### config.mk
export PLATFORM = sky130hd
export DESIGN_NAME = hsc_halt_standby_control
export DESIGN_NICKNAME = d
export VERILOG_FILES = /design/src/hdl/hsc_pkg.sv /design/src/hdl/hsc_data_mem.sv /design/src/hdl/hsc_halt_standby_control.sv
export SDC_FILE = /design/constraint.sdc
export NUM_CORES = 1
export LEC_CHECK = 0
export BUFFER_PORTS_ARGS = -buffer_cell sky130_fd_sc_hd__buf_2
export CAP_MARGIN = 10
export CORE_MARGIN = 10
export CORE_UTILIZATION = 40
export DETAILED_ROUTE_END_ITERATION = 8
export MAX_ROUTING_LAYER = met4
export SYNTH_ARGS = -nofsm -noshare
export SYNTH_HDL_FRONTEND = slang
export SYNTH_SLANG_ARGS = --single-unit
### constraint.sdc
create_clock -name clk -period 2.4 [get_ports clk]
set_clock_uncertainty 0.05 [all_clocks]
set_input_delay 0.12 -clock clk [delete_from_list [all_inputs] [get_ports clk]]
set_output_delay 0.12 -clock clk [all_outputs]
set_load 0.02 [all_outputs]
### src/hdl/hsc_pkg.sv
package hsc_pkg;

  localparam int HSC_PC_W = 10;
  localparam logic [9:0] HSC_PC_RESET = 10'h000;
  localparam int HSC_TMR_W = 8;
  localparam int HSC_PRE_W = 4;
  localparam int HSC_MEM_W = 4;
  localparam int HSC_MEM_AW = 6;
  localparam int HSC_WAKE_BIT = 3;

  localparam logic [3:0] HSC_OP_CLEAR_ACC_HI = 4'hf;
  localparam logic [3:0] HSC_OP_CLEAR_ACC_LO = 4'hc;
  localparam logic [3:0] HSC_OP_LOAD_IMM_HI = 4'hc;
  localparam logic [7:0] HSC_OP_HALT = 8'hf6;

  typedef enum logic [1:0] {
    HSC_RUN,
    HSC_STANDBY
  } hsc_state_t;

  typedef enum logic [2:0] {
    HSC_OPC_OTHER,
    HSC_OPC_CLEAR_ACC,
    HSC_OPC_LOAD_IMM,
    HSC_OPC_HALT,
    HSC_OPC_ABSENT
  } hsc_opclass_t;

endpackage

### src/hdl/hsc_data_mem.sv
`timescale 1ns/1ps
module hsc_data_mem
  import hsc_pkg::*;
#(
  parameter int AW = HSC_MEM_AW,
  parameter int DW = HSC_MEM_W
) (
  // Clock.
  input wire logic clk,
  // Access port.
  input wire logic we,
  input wire logic [AW-1:0] addr,
  input wire logic [DW-1:0] wdata,
  output logic [DW-1:0] rdata_reg
);

  logic [DW-1:0] mem [0:(1<<AW)-1];

  // No reset here, so the contents survive a chip clear as real storage does.
  always_ff @(posedge clk) begin
    if (we) begin
      mem[addr] <= wdata;
    end
    rdata_reg <= mem[addr];
  end

endmodule // hsc_data_mem

### src/hdl/hsc_halt_standby_control.sv
// Operation
// - In a run of clear-accumulator opcodes only the first executes, rest are no-ops.
// - In a run of load-immediate opcodes only the first executes, rest are no-ops.
// - Omitted family instructions are decoded as no-operations, never executed.
// - Halt enters standby only while the wake pin is high.
// - Low chip clear input ends standby.
// - Low wake pin ends standby.
// - Wake pin release only with the RC clock option; resonator needs reset.
// - Any reset clears the program counter to address zero.
// - Registers and data memory hold their contents during standby.
// - Chip clear while running behaves exactly as power-on reset.
`timescale 1ns/1ps
module hsc_halt_standby_control
  import hsc_pkg::*;
#(
  parameter int PC_W = HSC_PC_W
) (
  // Clock and power-on reset.
  input wire logic clk,
  input wire logic nrst,
  // Pins.
  input wire logic chip_clear_pin_n,
  input wire logic [3:0] port_a,
  input wire logic osc_rc_option,
  // Instruction stream, one opcode per cycle.
  input wire logic [7:0] opcode,
  input wire logic op_valid,
  input wire logic mem_we,
  input wire logic [HSC_MEM_AW-1:0] mem_addr,
  // Status.
  output logic standby_reg,
  output logic [PC_W-1:0] program_counter_reg,
  output logic [3:0] acc_reg,
  output logic [HSC_TMR_W-1:0] timer_reg,
  output logic exec_strobe_reg,
  output logic [HSC_MEM_W-1:0] mem_rdata_reg
);

  hsc_state_t state_reg;
  hsc_opclass_t prev_class_reg;
  hsc_opclass_t op_class;
  logic [HSC_PRE_W-1:0] pre_reg;
  logic wake_pin;
  logic clear_n;
  logic exec_ok;

  function automatic hsc_opclass_t classify(input logic [7:0] op);
    if (op == HSC_OP_HALT) begin
      classify = HSC_OPC_HALT;
    end else if (op == {HSC_OP_CLEAR_ACC_HI, HSC_OP_CLEAR_ACC_LO}) begin
      classify = HSC_OPC_CLEAR_ACC;
    end else if (op[7:4] == HSC_OP_LOAD_IMM_HI) begin
      classify = HSC_OPC_LOAD_IMM;
    end else if (op[7:4] == 4'hd || op[7:4] == 4'h9) begin
      classify = HSC_OPC_ABSENT;
    end else begin
      classify = HSC_OPC_OTHER;
    end
  endfunction

  // The pin clear and the power-on reset share one path, so both behave the same.
  assign clear_n = nrst & chip_clear_pin_n;
  assign wake_pin = port_a[HSC_WAKE_BIT];
  assign op_class = classify(opcode);

  // A run is broken by any other instruction, so a repeat only counts back to back.
  always_comb begin
    exec_ok = op_valid && state_reg == HSC_RUN;
    if (op_class == HSC_OPC_CLEAR_ACC && prev_class_reg == HSC_OPC_CLEAR_ACC) begin
      exec_ok = 1'b0;
    end
    if (op_class == HSC_OPC_LOAD_IMM && prev_class_reg == HSC_OPC_LOAD_IMM) begin
      exec_ok = 1'b0;
    end
    if (op_class == HSC_OPC_ABSENT) begin
      exec_ok = 1'b0;
    end
  end

  always_ff @(posedge clk or negedge clear_n) begin
    if (!clear_n) begin
      state_reg <= HSC_RUN;
      standby_reg <= 1'b0;
    end else begin
      case (state_reg)
        HSC_RUN: begin
          if (op_valid && op_class == HSC_OPC_HALT && wake_pin) begin
            state_reg <= HSC_STANDBY;
            standby_reg <= 1'b1;
          end
        end
        HSC_STANDBY: begin
          if (!wake_pin && osc_rc_option) begin
            state_reg <= HSC_RUN;
            standby_reg <= 1'b0;
          end
        end
        default: begin
          state_reg <= HSC_RUN;
          standby_reg <= 1'b0;
        end
      endcase
    end
  end

  always_ff @(posedge clk or negedge clear_n) begin
    if (!clear_n) begin
      prev_class_reg <= HSC_OPC_OTHER;
    end else if (op_valid && state_reg == HSC_RUN) begin
      prev_class_reg <= op_class;
    end
  end

  // The halt opcode itself advances the counter, so a wake resumes after it.
  always_ff @(posedge clk or negedge clear_n) begin
    if (!clear_n) begin
      program_counter_reg <= PC_W'(HSC_PC_RESET);
      exec_strobe_reg <= 1'b0;
    end else begin
      exec_strobe_reg <= exec_ok;
      if (op_valid && state_reg == HSC_RUN) begin
        program_counter_reg <= program_counter_reg + PC_W'(1);
      end
    end
  end

  always_ff @(posedge clk or negedge clear_n) begin
    if (!clear_n) begin
      acc_reg <= 4'h0;
    end else if (exec_ok && op_class == HSC_OPC_CLEAR_ACC) begin
      acc_reg <= 4'h0;
    end else if (exec_ok && op_class == HSC_OPC_LOAD_IMM) begin
      acc_reg <= opcode[3:0];
    end
  end

  always_ff @(posedge clk or negedge clear_n) begin
    if (!clear_n) begin
      pre_reg <= '0;
      timer_reg <= '0;
    end else if (state_reg == HSC_RUN) begin
      pre_reg <= pre_reg + HSC_PRE_W'(1);
      if (&pre_reg) begin
        timer_reg <= timer_reg + HSC_TMR_W'(1);
      end
    end
  end

  // Writes are refused in standby so data memory stays as it was.
  hsc_data_mem #(
    .AW(HSC_MEM_AW),
    .DW(HSC_MEM_W)
  ) u_mem (
    .clk(clk),
    .we(mem_we && state_reg == HSC_RUN),
    .addr(mem_addr),
    .wdata(acc_reg),
    .rdata_reg(mem_rdata_reg)
  );
endmodule // hsc_halt_standby_control

==> impl_metrics.py <==
metrics = {
    "floorplanning": {
        "fp.dieW_um": 192,
        "start_util": 0.408,
        "core.rowCount": 62,
        "pin_count": 52,
        "die-height_um": 192,
        "dieArea_um2": 36800,
        "core-area_um2": 28900,
    },
    "setup_path": {
        "start_kind": "flop",
        "worstPathArrival_ns": 2.37,
        "crit_path_end_kind": "flop",
        "r2r_end": "u_mem.mem[18][2]",
        "ff2ff_path_depth": 4,
        "critPathSlowestCell": "dfrtp_1",
        "crit_fanout": 10,
        "critPathKind": "reg2reg",
        "max_stage_delay_ns": 0.52,
        "crit_path_cell_trace": "nor3b_1 -> buf_4 -> nand2_1 -> nor2_1",
        "crit_buf_inv": 1,
        "worstPathRequired_ns": 2.56,
        "cp_num_cells": 4,
        "ff2ff_setup_slack_ns": 0.19,
        "critPathTopFamily": "simple AND/OR/NAND/NOR gates",
        "r2r-start": "state_reg[0]",
    },
    "synthesis": {
        "ys_warn_count": 0,
        "avgSynthCellArea_um2": 16.8,
        "async_flop_share": 0.107,
        "yosysMostFrequentCell": "edfxtp_1",
        "ys_types": 61,
        "syn_inst": 704,
        "synth_edf_count": 256,
        "synth_seq_area_share": 0.723,
        "synthFlopType": "edfxtp_1",
        "ys_ff_latch": 291,
        "synth_top_cell_area_share": 0.651,
        "ys_top_cells_by_count": "256 x edfxtp_1, 72 x nor2_1, 42 x mux2i_1",
        "syn_nets": 731,
        "yosys.area.top_type": "edfxtp_1",
        "syn_area_um2": 11800,
        "synth_area_leaders": "edfxtp_1 65%, mux4_2 7.1%, dfrtp_1 6.6%",
    },
    "cells_and_area": {
        "largest_reg_flops": 256,
        "n_fill_cell": 2463,
        "multi_input_area_um2": 3020,
        "area_growth_pct": 16.6,
        "num-nets-final": 831,
        "final_util": 0.476,
        "final-seq-area_um2": 8550,
        "antenna_cells": 0,
        "drive_above_1_share": 0.227,
    },
    "global_route": {
        "grt_pass1_wl_um": 41500,
        "antenna_found_initial": 0,
        "grtUsageTotal": 0.150,
        "grt_max_degree": 67,
        "grt.overflow.total": 0,
        "grt_pass1_vias": 6940,
    },
    "drt": {
        "num_vias": 6604,
        "vias_per_cell": 5.45,
        "drc": 0,
        "routed_wl_um": 27100,
        "ant_nets": 0,
        "wire_per_inst_um": 22.4,
        "drt-initial-drc-count": 670,
        "dr.pass1.iters": 5,
    },
    "timing": {
        "slew_violations": 0,
        "finalSetupViolations": 0,
        "min_period_ns": 2.21,
        "rsz0062_at_grt": "no",
        "fmax_ghz": 0.453,
        "fin_crit_sh": 0.920,
        "hold_slack_ns": 0.0514,
        "setup_slack_ns": 0.192,
        "hold_viol": 0,
        "slew_headroom": 0.568,
        "worst_pin_slew_ns": 0.649,
        "setup_tns_ns": 0,
    },
    "power_and_ir_drop": {
        "p_per_area_nw_per_um2": 858,
        "p_total_uw": 11800,
        "irDropWorstVdd_mv": 0.599,
        "leakagePower_uw": 0.00484,
    },
    "hold_path": {
        "hold_end": "program_counter_reg[1]",
        "holdPathStages": 4,
        "hp-class": "in2reg",
        "min-delay-start": "op_valid",
    },
    "clock_tree": {
        "clock-root-buffer": "clkbuf_16",
        "cts_tree": "built",
        "cts.sinks": 291,
        "cts_inserted_buffers": 30,
        "post_cts_buffers": 0,
        "clock_path_buffers": 3,
        "cts_htree_levels": 1,
        "clk_latency_ns": 0.57,
        "path_clk_slew_ns": 0.06,
    },
    "placed_design": {
        "port_buffers": 48,
        "gp_congestion": 0.850,
        "hpwl_um": 17900,
        "pre_cts_slack_ns": 0.0295,
    },
    "status": {
        "status": "finished clean",
    },
    "run": {
        "maxCapViolCount": 0,
    },
}
-- how the worst max path moves through the flow --
stage,slack (ns),endpoint,from
CTS,0.12,acc_reg[0],acc_reg[0]
global placement,0.02,u_mem.mem[43][3],mem_addr[2]
finish,0.19,u_mem.mem[18][2],state_reg[0]
floorplan,0.35,u_mem.mem[14][0],mem_addr[0]
detailed placement,0.03,u_mem.mem[18][0],mem_addr[2]
global route,0.09,u_mem.mem[32][1],state_reg[0]
-- per-stage QoR --
step	instances	cell area (um^2)
after floorplan	704	11800
after global placement	1142	12700
after detailed placement	1142	12700
after CTS	1210	13800
after global routing	1211	13800
final	1211	13800
-- tightest hold or removal path, stage by stage --
cell	delay (ns)
buf_2	0.10
nand2b_1	0.20
nand2_1	0.13
nand2_1	0.05
-- cells by family (layout without fill, tap and decap cells) --
family,after synthesis,in the layout,synth area share
and+or+nand+nor,194,194,0.0817
xor gates and xnor gates,20,20,0.0148
muxes,89,89,0.121
adders and majority gates,3,3,0.00318
buffers and inverters,46,169,0.0216
AOI/OAI and AO/OA,61,61,0.0348
DFF,291,291,0.723
-- cell usage in the layout, fill, tap and decap left out, types with 7 or more instances in the layout --
cell type      Yosys  layout
clkbuf_16          0      30
buf_4              5      41
buf_2              8      47
xnor2_1           16      16
edfxtp_1         256     256
dlygate4sd3_1      0      13
nor2_1            72      72
clkbuf_8           0       7
nand3b_1           7       7
clkbuf_1          17      13
nand4_1            7       7
dfrtp_1           31      27
nand3_1           19      19
mux2i_1           42      42
nand2_1           37      37
nor3b_1            7       7
a21oi_1           12      12
o21ai_0           12      12
o22ai_1            9       9
and3_1             9       9
mux4_2            37      37
-- metal layers --
metal	vias up	track usage	routed length, um
met5	-	-	0
met4	0	0.0367	515
met1	3401	0.198	11800
met2	227	0.242	13300
li1	2940	-	-
met3	36	0.0212	1540
-- repair_timing --
action                                 in CTS  in global routing
gates resized for setup                     0                  0
setup endpoints to repair                   0                  0
hold buffers                               13                  0
endpoints found under the hold margin      40                  0
-- cell type report --
cell class / instances / area share
Clock buffer: 50 / 0.0650
Sequential cell: 291 / 0.620
Multi-Input combinational cell: 367 / 0.219
Tap cell: 384 / 0.0349
Clock inverter: 5 / 0.00254
Timing Repair Buffer: 106 / 0.0561
Inverter: 8 / 0.00218
-- where the power goes --
part           leakage [uW]  switching, uW  internal [uW]
registers           0.00276            262           5960
logic               0.00163            786            464
clock network      0.000454           1830           2520
Power figures use the tool's default switching activity.
